## src/hdl/empi_pkg.sv

```systemverilog
package empi_pkg;

	// Register addresses on the processor bus
	localparam logic [15:0] PAGE_ONE_ADDR = 16'hc018;
	localparam logic [15:0] PAGE_TWO_ADDR = 16'hc01a;
	localparam logic [15:0] EXT_CTRL_ADDR = 16'hc03a;

	// Address regions
	localparam logic [15:0] RAM_LO = 16'h4000;
	localparam logic [15:0] RAM_HI = 16'h7fff;
	localparam logic [15:0] RAM_HI_MERGED = 16'hbfff;
	localparam logic [15:0] WIN_LO = 16'h8000;
	localparam logic [15:0] WIN_ONE_HI = 16'h9fff;
	localparam logic [15:0] WIN_TWO_LO = 16'ha000;
	localparam logic [15:0] WIN_HI = 16'hbfff;
	localparam logic [15:0] HOLE_LO = 16'hc000;
	localparam logic [15:0] HOLE_HI = 16'hc0ff;
	localparam logic [15:0] ROM_LO = 16'hc100;
	localparam logic [15:0] ROM_HI = 16'hdfff;

	// Six page bits above a 13-bit window give 64 x 8K = 512K bytes
	localparam int PAGE_BITS = 6;
	localparam int WIN_SHIFT = 13;
	localparam int UPPER_LO = 15;

	// Control register layout
	localparam int CTRL_RAM_MERGE_POS = 0;
	localparam int CTRL_ROM_MERGE_POS = 1;
	localparam int CTRL_WIDE_POS = 2;
	localparam int CTRL_WS_POS = 4;
	localparam int CTRL_WS_W = 3;
	localparam int CTRL_UPPER_EN_POS = 8;
	localparam logic [15:0] CTRL_MASK = 16'h0177;

	// Reset values
	localparam logic [15:0] CTRL_RST = 16'h0070;
	localparam logic [15:0] PAGE_RST = 16'h0000;
	localparam logic [18:0] ADDR_RST = 19'h78000;

	// Timing
	localparam int CLK_PERIOD_NS = 40;
	localparam int WS_STEP_NS = 21;
	localparam int WS_STEP_CYC = (WS_STEP_NS + CLK_PERIOD_NS - 1) / CLK_PERIOD_NS;
	localparam int STROBE_BASE_CYC = 1;
	localparam int MIN_WAIT = 1;

	typedef enum logic [1:0] {EMPI_SEL_NONE, EMPI_SEL_PAGED, EMPI_SEL_RAM, EMPI_SEL_ROM}
		empi_sel_t;
	typedef enum logic [1:0] {EMPI_IDLE, EMPI_STROBE, EMPI_GAP} empi_state_t;

	typedef struct packed {
		empi_state_t st;
		logic [15:0] page_one;
		logic [15:0] page_two;
		logic [15:0] ctrl;
		logic [18:0] addr;
		empi_sel_t sel;
		logic [3:0] cnt;
		logic we;
		logic wide;
		logic hi;
		logic [1:0] lanes;
		logic [15:0] wdata;
		logic [15:0] rdata;
		logic ready;
		logic fault;
	} empi_regs_t;

	function automatic logic empi_in(input logic [15:0] a, input logic [15:0] lo,
		input logic [15:0] hi);
		return (a >= lo) && (a <= hi);
	endfunction

	// Paged window wins over merged RAM and ROM ranges
	function automatic empi_sel_t empi_decode(input logic [15:0] a, input logic ram_m,
		input logic rom_m);
		empi_sel_t s;
		s = EMPI_SEL_NONE;
		// window always paged
		// ram, rom ranges
		if (empi_in(a, WIN_LO, WIN_HI)) begin
			s = EMPI_SEL_PAGED;
		end else if (empi_in(a, RAM_LO, ram_m ? RAM_HI_MERGED : RAM_HI)) begin
			s = EMPI_SEL_RAM;
		end else if (empi_in(a, rom_m ? WIN_LO : ROM_LO, ROM_HI) &&
			!empi_in(a, HOLE_LO, HOLE_HI)) begin
			s = EMPI_SEL_ROM;
		end
		return s;
	endfunction

endpackage

```

## src/hdl/empi_addr_map.sv

```systemverilog
`timescale 1ns/10ps
module empi_addr_map import empi_pkg::*; (
	input wire logic [15:0] i_cpu_addr,
	input wire logic i_hi_byte,
	input wire logic i_wide,
	input wire logic i_paged,
	input wire logic [15:0] i_page_one,
	input wire logic [15:0] i_page_two,
	input wire logic i_upper_en,
	output logic [18:0] o_ext_addr
);

	always_comb begin
		o_ext_addr = {3'h0, i_cpu_addr};
		// six page bits, 512K
		if (i_paged) begin
			o_ext_addr = {(i_cpu_addr < WIN_TWO_LO) ? i_page_one[PAGE_BITS-1:0] :
				i_page_two[PAGE_BITS-1:0], i_cpu_addr[WIN_SHIFT-1:0]};
		end
		// In byte mode bit 0 selects the byte; in word mode the pin is a lane enable
		if (!i_wide) begin
			o_ext_addr[0] = i_hi_byte;
		end
		if (!i_upper_en) begin
			o_ext_addr[18:UPPER_LO] = 4'hf;
		end
	end

endmodule

```

## src/hdl/empi_ctrl.sv

```systemverilog
// How it works
// The processor sees one flat byte space from 0x0000 to 0xFFFF.
// External memory may be 8 or 16 bits wide, code or data.
// Read data is taken as the strobe rises; at least one wait state.
// Up to seven extra wait states, each adding 21 ns; the code rounds each up to one 40 ns clock.
// Software changes wait states only while running from internal memory.
// Paging reaches up to 512K bytes of external storage.
// First page register at 0xC018 extends window 0x8000-0x9FFF.
// Second page register at 0xC01A extends window 0xA000-0xBFFF.
// While the paged select is low, upper address comes from the page register.
// Paged select is active for 0x8000-0xBFFF regardless of merge.
// Merge options live in the control register at 0xC03A.
// RAM select covers 0x4000-0x7FFF, or 0x4000-0xBFFF when merged.
// ROM select covers 0xC100-0xDFFF, or 0x8000-0xDFFF minus 0xC000-0xC0FF.
// Instruction fetches from 0xC000-0xC0FF are never served.
// Address lines 18 to 15 stay high until software enables them.
// Both page windows are always mapped; paging cannot be switched off.
// Selects are active low, at most one at a time, paged first.
`timescale 1ns/10ps
module empi_ctrl import empi_pkg::*; (
	input wire logic i_sys_clk,
	input wire logic i_rst_b,
	input wire logic i_cpu_req,
	input wire logic i_cpu_we,
	input wire logic i_cpu_fetch,
	input wire logic [15:0] i_cpu_addr,
	input wire logic [1:0] i_cpu_byte_en,
	input wire logic [15:0] i_cpu_wdata,
	output logic o_cpu_ready,
	output logic [15:0] o_cpu_rdata,
	output logic o_fetch_fault,
	output logic [18:1] o_ext_addr,
	output logic o_low_byte_lane_n,
	output logic o_high_byte_lane_n,
	output logic o_rd_n,
	output logic o_wr_n,
	output logic o_paged_window_select_n,
	output logic o_ext_ram_select_n,
	output logic o_ext_rom_select_n,
	output logic [15:0] o_data_out,
	output logic o_data_oe,
	input wire logic [15:0] i_data_in
);

	localparam empi_regs_t REGS_RST = '{st: EMPI_IDLE, page_one: PAGE_RST, page_two: PAGE_RST,
		ctrl: CTRL_RST, addr: ADDR_RST, sel: EMPI_SEL_NONE, cnt: 4'h0, we: 1'b0, wide: 1'b0,
		hi: 1'b0, lanes: 2'h0, wdata: 16'h0000, rdata: 16'h0000, ready: 1'b0, fault: 1'b0};

	logic [1:0] rst_sync;
	logic rst_b;
	empi_regs_t r;
	empi_regs_t next_r;
	empi_sel_t dec;
	logic [18:0] map_addr;
	logic active;
	logic last_byte;

	function automatic logic [3:0] strobe_cycles(input logic [15:0] ctrl);
		return 4'(STROBE_BASE_CYC +
			(MIN_WAIT + int'(ctrl[CTRL_WS_POS +: CTRL_WS_W])) * WS_STEP_CYC);
	endfunction

	function automatic logic [15:0] merge_bytes(input logic [15:0] old_v,
		input logic [15:0] new_v, input logic [1:0] be);
		return {be[1] ? new_v[15:8] : old_v[15:8], be[0] ? new_v[7:0] : old_v[7:0]};
	endfunction

	// Release is synchronised so no flop sees reset drop near a clock edge
	always_ff @(posedge i_sys_clk or negedge i_rst_b) begin
		if (!i_rst_b) begin
			rst_sync <= 2'b00;
		end else begin
			rst_sync <= {rst_sync[0], 1'b1};
		end
	end
	assign rst_b = rst_sync[1];

	// flat decode, merges from control bits
	assign dec = empi_decode(i_cpu_addr, r.ctrl[CTRL_RAM_MERGE_POS], r.ctrl[CTRL_ROM_MERGE_POS]);

	// page register drives upper address
	empi_addr_map u_map (
		.i_cpu_addr(i_cpu_addr),
		.i_hi_byte(!i_cpu_byte_en[0]),
		.i_wide(r.ctrl[CTRL_WIDE_POS]),
		.i_paged(dec == EMPI_SEL_PAGED),
		.i_page_one(r.page_one),
		.i_page_two(r.page_two),
		.i_upper_en(r.ctrl[CTRL_UPPER_EN_POS]),
		.o_ext_addr(map_addr)
	);

	// a byte-wide part needs a second strobe for the high byte
	assign last_byte = r.wide || r.hi || (r.lanes != 2'b11);

	always_comb begin
		next_r = r;
		next_r.ready = 1'b0;
		next_r.fault = 1'b0;
		case (r.st)
			EMPI_IDLE: begin
				if (i_cpu_req) begin
					// hole fetch refused
					if (i_cpu_fetch && empi_in(i_cpu_addr, HOLE_LO, HOLE_HI)) begin
						next_r.ready = 1'b1;
						next_r.fault = 1'b1;
						next_r.rdata = 16'h0000;
					end else if (dec != EMPI_SEL_NONE) begin
						next_r.st = EMPI_STROBE;
						next_r.sel = dec;
						next_r.we = i_cpu_we;
						next_r.wide = r.ctrl[CTRL_WIDE_POS];
						next_r.hi = !r.ctrl[CTRL_WIDE_POS] && !i_cpu_byte_en[0];
						next_r.lanes = i_cpu_byte_en;
						next_r.wdata = i_cpu_wdata;
						next_r.addr = map_addr;
						next_r.rdata = 16'h0000;
						// strobe stretched by wait states
						next_r.cnt = strobe_cycles(r.ctrl) - 4'h1;
					end else begin
						next_r.ready = 1'b1;
						next_r.rdata = 16'h0000;
						// first page register
						if (i_cpu_addr == PAGE_ONE_ADDR) begin
							next_r.rdata = r.page_one;
							if (i_cpu_we) begin
								next_r.page_one = merge_bytes(r.page_one, i_cpu_wdata, i_cpu_byte_en);
							end
						end
						// second page register
						if (i_cpu_addr == PAGE_TWO_ADDR) begin
							next_r.rdata = r.page_two;
							if (i_cpu_we) begin
								next_r.page_two = merge_bytes(r.page_two, i_cpu_wdata, i_cpu_byte_en);
							end
						end
						// merge and wait-state control
						if (i_cpu_addr == EXT_CTRL_ADDR) begin
							next_r.rdata = r.ctrl;
							if (i_cpu_we) begin
								next_r.ctrl = merge_bytes(r.ctrl, i_cpu_wdata, i_cpu_byte_en) & CTRL_MASK;
							end
						end
					end
				end
			end
			EMPI_STROBE: begin
				if (r.cnt == 4'h0) begin
					// capture in the cycle before the strobe rises
					if (!r.we) begin
						if (r.wide) begin
							next_r.rdata = i_data_in;
						end else if (r.hi) begin
							next_r.rdata[15:8] = i_data_in[7:0];
						end else begin
							next_r.rdata[7:0] = i_data_in[7:0];
						end
					end
					if (last_byte) begin
						next_r.st = EMPI_IDLE;
						next_r.sel = EMPI_SEL_NONE;
						next_r.ready = 1'b1;
					end else begin
						next_r.st = EMPI_GAP;
						next_r.hi = 1'b1;
						next_r.addr[0] = 1'b1;
					end
				end else begin
					next_r.cnt = r.cnt - 4'h1;
				end
			end
			EMPI_GAP: begin
				// Strobe high for one cycle so the byte part sees two accesses
				next_r.st = EMPI_STROBE;
				next_r.cnt = strobe_cycles(r.ctrl) - 4'h1;
			end
			default: begin
				next_r.st = EMPI_IDLE;
			end
		endcase
	end

	always_ff @(posedge i_sys_clk or negedge rst_b) begin
		if (!rst_b) begin
			r <= REGS_RST;
		end else begin
			r <= next_r;
		end
	end

	assign active = (r.st != EMPI_IDLE);
	assign o_cpu_ready = r.ready;
	assign o_cpu_rdata = r.rdata;
	assign o_fetch_fault = r.fault;
	// upper lines parked high until enabled
	assign o_ext_addr = r.addr[18:1];
	assign o_low_byte_lane_n = r.wide ? !(active && r.lanes[0]) : r.addr[0];
	assign o_high_byte_lane_n = r.wide ? !(active && r.lanes[1]) : 1'b1;
	// Strobes decode the state and direction flops only; no input reaches them combinationally
	assign o_rd_n = !(r.st == EMPI_STROBE && !r.we);
	assign o_wr_n = !(r.st == EMPI_STROBE && r.we);
	// one active-low select per access
	assign o_paged_window_select_n = !(active && r.sel == EMPI_SEL_PAGED);
	assign o_ext_ram_select_n = !(active && r.sel == EMPI_SEL_RAM);
	assign o_ext_rom_select_n = !(active && r.sel == EMPI_SEL_ROM);
	assign o_data_out = r.wide ? r.wdata : {8'h00, r.hi ? r.wdata[15:8] : r.wdata[7:0]};
	assign o_data_oe = active && r.we;

	logic [3:0] h_len;
	always_ff @(posedge i_sys_clk or negedge rst_b) begin
		if (!rst_b) begin
			h_len <= 4'h0;
		end else if (r.st == EMPI_STROBE) begin
			h_len <= h_len + 4'h1;
		end else begin
			h_len <= 4'h0;
		end
	end
endmodule

```

## config.mk

```make
export PLATFORM = sky130hd
export DESIGN_NAME = empi_ctrl
export DESIGN_NICKNAME = d
export VERILOG_FILES = /design/src/hdl/empi_pkg.sv /design/src/hdl/empi_addr_map.sv /design/src/hdl/empi_ctrl.sv
export SDC_FILE = /design/constraint.sdc
export NUM_CORES = 1
export LEC_CHECK = 0
export BUFFER_PORTS_ARGS = -buffer_cell sky130_fd_sc_hd__buf_2
export CORE_UTILIZATION = 45
export CTS_BUF_LIST = sky130_fd_sc_hd__clkbuf_8
export DETAILED_ROUTE_END_ITERATION = 10
export GPL_TIMING_DRIVEN = 0
export PLACE_DENSITY = 0.76
export SETUP_SLACK_MARGIN = 0.05
export SKIP_LAST_GASP = 1
export SLEW_MARGIN = 15
export SYNTH_ARGS = -nofsm -noshare
export SYNTH_HDL_FRONTEND = slang
export SYNTH_SLANG_ARGS = --single-unit
```

## constraint.sdc

```tcl
create_clock -name i_sys_clk -period 3.7 [get_ports i_sys_clk]
set_input_delay 0.555 -clock i_sys_clk [delete_from_list [all_inputs] [get_ports i_sys_clk]]
set_output_delay 0.555 -clock i_sys_clk [all_outputs]
set_load 0.01 [all_outputs]
```

Word level (Yosys, flattened, before mapping):

Index checks and enable logic that the tools add are counted.

* word-level logic and storage cells: 159
* flip-flop bits (word level): 107
* output and inout bits: 60
* bits of input ports: 55

* bitwise gates (word level): 2
* reduce and logical (&&, ||, !) cells: 47
* order comparisons: 9
* equal/unequal tests: 20
* $add $sub $neg: 4
* mux-type cells: 56

Operators by type and width (number)
* $mux W16: 13
* $mux W114: 1
* $mux W96: 1
* $mux W8: 7
* $eq A16 B16 Y1 const B: 3
* $le A16 B16 Y1 const B: 3
* $mux W48: 1
* $mux W46: 1
* $reduce_and A7 Y1: 6
* $mux W17: 2
* $pmux W17 S2: 1
* $ge A16 B16 Y1 const B: 2
* $mux W19: 1
* $ne A2 B2 Y1 const B: 9
* $ge A16 B15 Y1 const B: 1
* $ge A16 B16 Y1: 1
* $le A16 B16 Y1: 1
* $lt A16 B16 Y1 const B: 1
* $logic_and A1 B1 Y1: 15
* $mux W15: 1
* $reduce_and A5 Y1: 3
* $mux W2: 7
* $pmux W4 S3: 1
* $reduce_and A6 Y1: 2
* other kinds (23): 54

Depth between registers and ports, before layout:

Gate-level depths: netlist (run 1).

* depth after elaboration: 14
* depth in mapped cells: 10
* gate-level depth less buffers: 8

By module:

From an unflattened synthesis (run 1), not the netlist that was laid out.

* cell total of the unflattened synthesis: 508
* area, all modules: 5834.3 sq um

By module, submodules not included
* empi_ctrl: instances 1, area an instance 5542.8 sq um, cells each 470, seq. area each 2686.3 sq um
* empi_addr_map: instances 1, area an instance 291.5 sq um, cells each 38, seq. area each 0.0 sq um

Least setup slack after synthesis (run 1):

OpenSTA, ideal clock, no wires.

* path type: input port to flip-flop
* start point: input i_cpu_addr[0]
* end point: register r (netlist bit o_ext_addr[1])
* stages on the path: 8
* setup slack: 0.693 ns
* arrival time: 2.882 ns
* setup time: 0.125 ns
* required time: 3.575 ns
* buffers on the path: 2
* cells stage by stage: or4_1 or3_1 o32a_2 o211ai_4 buf_6 nand2_4 buf_6 mux2_4

* word-level cells in the longest chain between the ends: 9
* elaborated cells on any way between the ends: 21
* those cells by class: order compare (8); mux (3); bitwise (1); reduce/logical (9)

RTL lines
* from (decl): line empi_ctrl.sv:26 `input wire logic [15:0] i_cpu_addr,`
* $ge A16 B16 Y1 or $le A16 B16 Y1 (tied branches): line empi_pkg.sv:71 `return (a >= lo) && (a <= hi);`
* $logic_and A1 B1 Y1: line empi_pkg.sv:71
* $logic_not A1 Y1: line empi_pkg.sv:86 `!empi_in(a, HOLE_LO, HOLE_HI)) begin`
* $logic_and A1 B1 Y1: line empi_pkg.sv:85 `end else if (empi_in(a, rom_m ? WIN_LO : ROM_LO, ROM_HI) &&`
* $mux W2: line empi_pkg.sv:85
* $mux W2: line empi_pkg.sv:83 `end else if (empi_in(a, RAM_LO, ram_m ? RAM_HI_MERGED : RAM_HI)) begin`
* $mux W2: line empi_pkg.sv:81 `if (empi_in(a, WIN_LO, WIN_HI)) begin`
* $reduce_bool A2 Y1: line empi_ctrl.sv:108 `end else if (dec != EMPI_SEL_NONE) begin`
* $reduce_and A4 Y1 (no source line) *
* to (signal assigned): line empi_ctrl.sv:187 `r <= next_r;`
* to (decl): line empi_ctrl.sv:51 `empi_regs_t r;`

Mark *: on every way between the ends. The rest lies on a longest branch, timed or not.
A chain may end at the register's enable or synchronous reset.

Worst setup path after layout (run 1):

* start point: input i_cpu_addr[11]
* end point: register r[104] in the netlist's numbering

* word-level cells in the longest chain between the ends: 10
* elaborated cells on any way between the ends: 23
* those cells by class: order compare (8); eq/ne (1); mux (3); bitwise (2); reduce/logical (9)

RTL lines (line)
* $ge A16 B16 Y1 or $le A16 B16 Y1 (tied branches): empi_pkg.sv:71
* $logic_and A1 B1 Y1: empi_pkg.sv:71
* $logic_not A1 Y1: empi_pkg.sv:86
* $logic_and A1 B1 Y1: empi_pkg.sv:85
* $mux W2: empi_pkg.sv:85
* $mux W2: empi_pkg.sv:83
* $mux W2: empi_pkg.sv:81
* $reduce_bool A2 Y1: empi_ctrl.sv:108
* $not A1 Y1 (no source line)
* $reduce_and A7 Y1 (no source line) *

Marked as above.

==> qor.txt, run 1 <==
Post-Synth Simple-Gate Area -> 11.0%
# setup viols final -> 0
Detailed-placement wirelength estimate -> 11100 um
Critical path peak fanout -> 9
Sum of internal, switching and leakage power -> 4340 uW
Seq/Total Area, Yosys -> 45.3%
Syn Nets -> 584
Horizontal die dimension -> 117 um
Flip-flop and latch count after synthesis -> 107
Share of the synthesized area in compound gates (AO/OA/AOI/OAI) -> 10.8%
Kind of launch point of the worst setup path -> input pin
Data required time of the critical path -> 3.98 ns
Result of the run -> finished clean
Min-Delay Path Class -> reg2reg
Slew margin rel. -> 29.4%
Depth of the most critical reg-to-reg path -> 9
Cell Int Power -> 2740 uW
Minimum period implied by the final worst setup slack -> 3.30 ns
Number of routed nets with antenna violations -> 0
Register clock-pin slew on the reported worst setup and hold paths -> 0.11 ns
Total count of max-transition violations in the final report -> 0
Power density over the cells -> 622 mW/mm2
Total number of clock tree sinks -> 107
Clock Tree Root -> sky130_fd_sc_hd__clkbuf_8
Count of nets after finishing -> 711
DRC marker count from the first detailed-route iteration -> 306
CTS buffer count -> 9
Critical Path End -> r[104]
Worst reg2reg endpoint -> r[94]
Wire length of the first global-routing pass -> 23500 um
F_max -> 303 MHz
Combinational share of power -> 43.0%
Fraction of the core area covered by cells at the end of the flow -> 54.8%
Adder-cell share of the synthesized area -> 2.32%
Worst clock skew -> 0.0249 ns
Total gr overflow -> 0
Warnings from Yosys -> 0
Routability congestion estimate from global placement -> 0.895
Share of layout cells above drive strength 1 -> 42.9%
Finished Cell Area -> 0.00698 mm2
Maximum resistive drop on vdd -> 0.000286 V
# DRC -> 0
CP arrival -> 3.59 ns
Leakage power summed over all cells -> 0.00340 uW
Syn-to-layout area delta -> 17.8%
Setup slack of the worst register-to-register path -> 0.79 ns
Most common cell after layout, fill and taps aside -> sky130_fd_sc_hd__buf_2
Row count -> 41
Critical path origin -> i_cpu_addr[11]
RSZ-0062 raised after global routing -> false
Core area -> 0.0127 mm2
Gate count after technology mapping -> 518
Count of distinct cell types in the synthesized netlist -> 56
Cell area after technology mapping -> 0.00592 mm2
Multiplexer fraction of the synthesized cell area -> 22.9%
Sequential share of power -> 38.4%
Clock network latency to the later pin of the worst-skew pair -> 0.40 ns
Vert. Die Dim -> 117 um
Period utilisation layout -> 89.2%
Main combinational cell family by area after synthesis -> multiplexers
Detailed Route WL -> 14900 um
Pin count of the biggest net entering global routing -> 61
Clock tree from TritonCTS -> yes
Total Neg Setup Slack -> 0 ns
Hold Vio Cnt, Final -> 0
Cell area after placement -> 0.00673 mm2
GRT Overall Usage -> 23.0%
DIE AREA -> 0.0136 mm2
Critical register-to-register path startpoint -> r[64]
Flip-flop cell with the highest count after synthesis -> sky130_fd_sc_hd__dfrtp_1
Switch share -> 36.8%
Number of antenna violations at the first check in global routing -> 1
Number of enable-type register cells in the synthesized netlist -> 0
First-pass iteration count of the detailed router -> 5
Net switching component of the power -> 1600 uW
Measured slew at the worst slew-check pin -> 1.06 ns
CTS-repair resized insts -> 0
CP endpoint kind -> flip-flop
Pre-CTS WS -> 0.0677 ns
Post-Synth XOR/XNOR Area -> 0.444%
I/O Buffers -> 114
Ratio of routed vias to standard cells -> 5.49
Maximum buffer depth of the clock tree -> 2
Max cap viols -> 0
Number of global-route vias before repair -> 4392
Most frequent cells in the layout -> sky130_fd_sc_hd__buf_2 (116), sky130_fd_sc_hd__dfrtp_1 (99), sky130_fd_sc_hd__mux2_2 (62), sky130_fd_sc_hd__nor2_1 (34), sky130_fd_sc_hd__buf_4 (34)
Part of the total power dissipated in the clock network -> 18.6%
Post-CTS setup buffer count -> 0
Category of the critical setup timing path -> in2reg
H-tree depth -> 3
Final routed wire length divided by cell count -> 18.1 um
Minimum setup slack in the final design -> 0.398 ns
Post-synthesis async set-or-reset flop share -> 100%
Syn Area/Cell -> 11.4 um2
Via count -> 4521
Number of top-level pins -> 115
Starting density of the core -> 46.6%
-- cells in the mapped netlist (all sizes together) (7+ instances only) --
master | instances | area (um2)
dfrtp | 100 | 2500
mux2 | 90 | 1120
buf | 43 | 322
nor2 | 34 | 128
nand2 | 29 | 116
mux2i | 24 | 240
o21ai | 22 | 110
inv | 16 | 60.1
nand3 | 14 | 70.1
nor3 | 13 | 91.3
a22oi | 12 | 90.1
o31ai | 12 | 90.1
clkbuf | 11 | 41.3
ha | 11 | 138
and2 | 8 | 50.1
a21oi | 7 | 35.0
a2bb2oi | 7 | 61.3
dfstp | 7 | 184
-- cells by family after synthesis --
logic type	after synthesis
AO/OA/AOI/OAI	88
XOR/XNOR	3
buffers and inverters	70
multiplexers	114
adder cells (fa/ha/maj)	11
flip-flops	107
AND/OR/NAND/NOR	124
other	1
-- worst max-delay path, stage by stage --
cell                       delay (ns)
sky130_fd_sc_hd__buf_2           0.11
sky130_fd_sc_hd__or4_1           0.52
sky130_fd_sc_hd__clkbuf_1        0.19
sky130_fd_sc_hd__or3_1           0.41
sky130_fd_sc_hd__nor3_2          0.57
sky130_fd_sc_hd__nand3_1         0.18
sky130_fd_sc_hd__nor3_2          0.63
sky130_fd_sc_hd__mux2_2          0.42
-- state kept, by name, summed over array words and instances, names as in the netlist --
register       cells
o_cpu_rdata       16
o_cpu_ready        1
o_ext_addr        18
o_fetch_fault      1
r                 69
rst_sync           2
-- stage by stage --
stage	hold slack, ns	cells
5_1_grt	0.377	823
3_3_place_gp	0.337	804
2_1_floorplan	0.259	518
3_5_place_dp	0.342	805
4_1_cts	0.365	822
6_report	0.362	823
-- per-layer routing --
metal / share of wire, % / global-route usage [%]
met5: 0 / 0
met1: 46 / 32.7
met3: 4.2 / 2.28
met4: 1.3 / 8.69
met2: 48 / 36.6
-- worst min-delay path by stage --
| stage | start | end | slack (ns) | cells after the start |
|---|---|---|---|---|
| final | rst_sync[0] | rst_sync[1] | 0.36 | 0 |
| after global routing | rst_sync[0] | rst_sync[1] | 0.38 | 0 |
| after CTS | rst_sync[0] | rst_sync[1] | 0.37 | 0 |
| after detailed placement | i_rst_b | rst_sync[0] | 0.34 | 1 |
| after global placement | i_rst_b | rst_sync[0] | 0.34 | 1 |
| after floorplan | i_rst_b | rst_sync[0] | 0.26 | 0 |
-- power by group through the flow --
stage / combinational [uW] / sequential, uW / clock [uW]
final: 1870 / 1660 / 808
after CTS: 1870 / 1660 / 822
after detailed placement: 1860 / 1680 / 0
after global routing: 2040 / 1700 / 863
after global placement: 1820 / 1680 / 0
after floorplan: 1370 / 1620 / 0
-- repair_timing --
| item | in CTS | in global routing |
|---|---|---|
| hold buffers | 1 | 0 |
| setup endpoints to repair | 0 | 0 |
| endpoints found under the hold margin | 2 | 0 |
-- area by class of cell --
type                    instances  area (um2)
multi-input cells             341        2820
clock inverters                 7         100
clock buffers                   9         124
fillers                      1149        5740
diodes                          1        2.50
plain buffers                  54         363
flip-flops and latches        107        2690
repair buffers                116         601
inverters                      16        60.1
well taps                     172         215
(Power assumes the default switching activity.)
==> run 2: changes to the inputs <==
--- a/config.mk
+++ b/config.mk
@@ -6,6 +6,7 @@
 export NUM_CORES = 1
 export LEC_CHECK = 0
 export BUFFER_PORTS_ARGS = -buffer_cell sky130_fd_sc_hd__buf_2
+export CORE_ASPECT_RATIO = 0.5
 export CORE_UTILIZATION = 45
 export CTS_BUF_LIST = sky130_fd_sc_hd__clkbuf_8
 export DETAILED_ROUTE_END_ITERATION = 10
==> qor.txt, run 2 (synthesized netlist as in run 1, its figures left out) <==
Layout filler cell count -> 1120 (-2.5%)
Clock network latency to the later pin of the worst-skew pair -> 0.38 ns (-0.02 ns)
Ratio of routed vias to standard cells -> 5.44 (-1.1%)
Total count of max-transition violations in the final report -> 0 (unchanged)
Sequential share of power -> 38.3% (about the same)
Maximum buffer depth of the clock tree -> 2 (unchanged)
# DRC -> 0 (unchanged)
Leakage power summed over all cells -> 0.00339 uW (-0.18%)
Share of layout cells above drive strength 1 -> 42.8% (-0.15 points)
Period utilisation layout -> 88.3% (-0.98 points)
Minimum period implied by the final worst setup slack -> 3.27 ns (-0.0364 ns)
Final-layout worst hold slack -> 0.358 ns (-0.00335 ns)
DIE AREA -> 0.0137 mm2 (+0.21%)
Pre-CTS WS -> 0.0967 ns (+0.0291 ns)
Wire length of the first global-routing pass -> 23200 um (-1.2%)
CP endpoint kind -> flip-flop
Critical path origin -> i_cpu_addr[11]
Number of diodes added for antenna fixing -> 0 (-1)
Finished Cell Area -> 0.00697 mm2 (-0.13%)
Syn-to-layout area delta -> 17.6%
Vert. Die Dim -> 83.1 um (-29%)
Max cap viols -> 0 (unchanged)
Worst clock skew -> 0.00954 ns (-0.0153 ns)
Register clock-pin slew on the reported worst setup and hold paths -> 0.11 ns (about the same)
Post-CTS setup buffer count -> 0 (unchanged)
Via count -> 4457 (-1.4%)
Number of global-route vias before repair -> 4363 (-0.66%)
Total gr overflow -> 0 (unchanged)
Final routed wire length divided by cell count -> 17.6 um (-2.5%)
Row count -> 29 (-29%)
CP arrival -> 3.54 ns (-0.05 ns)
Combinational share of power -> 43.3% (+0.3 points)
Detailed Route WL -> 14500 um (-2.8%)
Critical register-to-register path startpoint -> r[113]
Most common cell after layout, fill and taps aside -> sky130_fd_sc_hd__buf_2
Count of nets after finishing -> 711 (unchanged)
Horizontal die dimension -> 164 um (+41%)
Total number of clock tree sinks -> 107 (unchanged)
Cell Int Power -> 2750 uW (+0.27%)
First-pass iteration count of the detailed router -> 6 (+1)
Routed wire length on met2 -> 6480 um (-9.3%)
Data required time of the critical path -> 3.97 ns (about the same)
CTS buffer count -> 9 (unchanged)
H-tree depth -> 3 (unchanged)
# setup viols final -> 0 (unchanged)
Kind of launch point of the worst setup path -> input pin
RSZ-0062 raised after global routing -> false
Fraction of the core area covered by cells at the end of the flow -> 54.7% (-0.13 points)
Number of antenna violations at the first check in global routing -> 0 (-1)
I/O Buffers -> 114 (unchanged)
Power density over the cells -> 621 mW/mm2 (about the same)
Clock tree from TritonCTS -> yes
Cell area after placement -> 0.00674 mm2 (about the same)
DRC marker count from the first detailed-route iteration -> 272 (-11%)
GRT Overall Usage -> 22.1% (-0.97 points)
Wire length on met1 -> 7090 um (+2.7%)
Critical path peak fanout -> 9 (unchanged)
Total length of routed met3 wires -> 671 um (+7.5%)
F_max -> 306 MHz (+1.1%)
Number of routed nets with antenna violations -> 0 (unchanged)
Net switching component of the power -> 1580 uW (-1.0%)
Top Layer Used -> met4
Number of top-level pins -> 115 (unchanged)
Detailed-placement wirelength estimate -> 11000 um (-1.1%)
Final Instance Count excl. Fillers -> 820 (-0.36%)
Measured slew at the worst slew-check pin -> 1.14 ns (+0.0895 ns)
Clock Tree Root -> sky130_fd_sc_hd__clkbuf_8
Hold Vio Cnt, Final -> 0 (unchanged)
Category of the critical setup timing path -> in2reg
Pin count of the biggest net entering global routing -> 60 (-1.6%)
Minimum setup slack in the final design -> 0.434 ns (+0.0364 ns)
Placed cell count -> 803 (-0.25%)
Switch share -> 36.5% (-0.30 points)
Top reg by flops -> r
Core area -> 0.0127 mm2 (+0.11%)
Routability congestion estimate from global placement -> 0.877 (-2.0%)
Result of the run -> finished clean
Min-Delay Path Class -> reg2async
Starting density of the core -> 46.5% (-0.050 points)
Most frequent cells in the layout -> sky130_fd_sc_hd__buf_2 (116), sky130_fd_sc_hd__dfrtp_1 (99), sky130_fd_sc_hd__mux2_2 (62), sky130_fd_sc_hd__nor2_1 (34), sky130_fd_sc_hd__buf_4 (34)
Slew margin rel. -> 22.7% (-6.7 points)
Part of the total power dissipated in the clock network -> 18.3% (-0.3 points)
Largest register FFs -> 69 (unchanged)
Maximum resistive drop on vdd -> 0.000274 V (-4.1%)
[run 2: worst max-delay path, stage by stage]
cell	delay (ns)
sky130_fd_sc_hd__buf_2	0.12
sky130_fd_sc_hd__or4_1	0.52
sky130_fd_sc_hd__clkbuf_1	0.17
sky130_fd_sc_hd__or3_1	0.41
sky130_fd_sc_hd__nor3_2	0.57
sky130_fd_sc_hd__nand3_1	0.17
sky130_fd_sc_hd__nor3_2	0.60
sky130_fd_sc_hd__mux2_2	0.42
[run 2: through the flow]
step | TNS (ns) | total power (uW)
final | 0 | 4330
after global routing | 0 | 4590
after CTS | 0 | 4340
after detailed placement | 0 | 3550
after global placement | -67.36 | 3500
after floorplan | 0 | 2990
[run 2: layout make-up]
| class | instances | area (um2) | share of cell area (%) |
|---|---|---|---|
| Multi-Input combinational cell | 341 | 2820 | 40.4 |
| Sequential cell | 107 | 2690 | 38.6 |
| Timing Repair Buffer | 116 | 608 | 8.73 |
| Buffer | 54 | 363 | 5.21 |
| Tap cell | 170 | 213 | 3.05 |
| Clock buffer | 10 | 138 | 1.97 |
| Clock inverter | 6 | 82.6 | 1.18 |
| Inverter | 16 | 60.1 | 0.862 |
[run 2: path summary, 6_finish.rpt]
check	depth (start not counted)	slack (ns)	endpoint
max	8	0.43	r[106]
min	0	0.36	r[92]
max reg2reg	9	0.80	o_cpu_rdata[15]
min reg2reg	0	0.36	r[92]
max in group asynchronous	1	2.59	o_ext_addr[15]
min in group i_sys_clk	0	0.36	rst_sync[1]
[run 2: timing repair]
action / in CTS / in global routing
hold endpoints to repair: 2 / 0
hold buffers: 1 / 0
gates resized for setup: 0 / 0
[run 2: power groups by stage]
stage,clock (uW),sequential (uW),combinational (uW)
after CTS,803,1660,1880
after global placement,0,1680,1820
final,794,1660,1870
after global routing,856,1700,2040
after floorplan,0,1620,1370
after detailed placement,0,1680,1870
[run 2: layer usage]
| layer | vias to the layer above | track usage (%) |
|---|---|---|
| li1 | 2107 | - |
| met1 | 2220 | 32.3 |
| met2 | 112 | 33.9 |
| met3 | 18 | 3.80 |
| met4 | 0 | 5.22 |
| met5 | - | 0 |
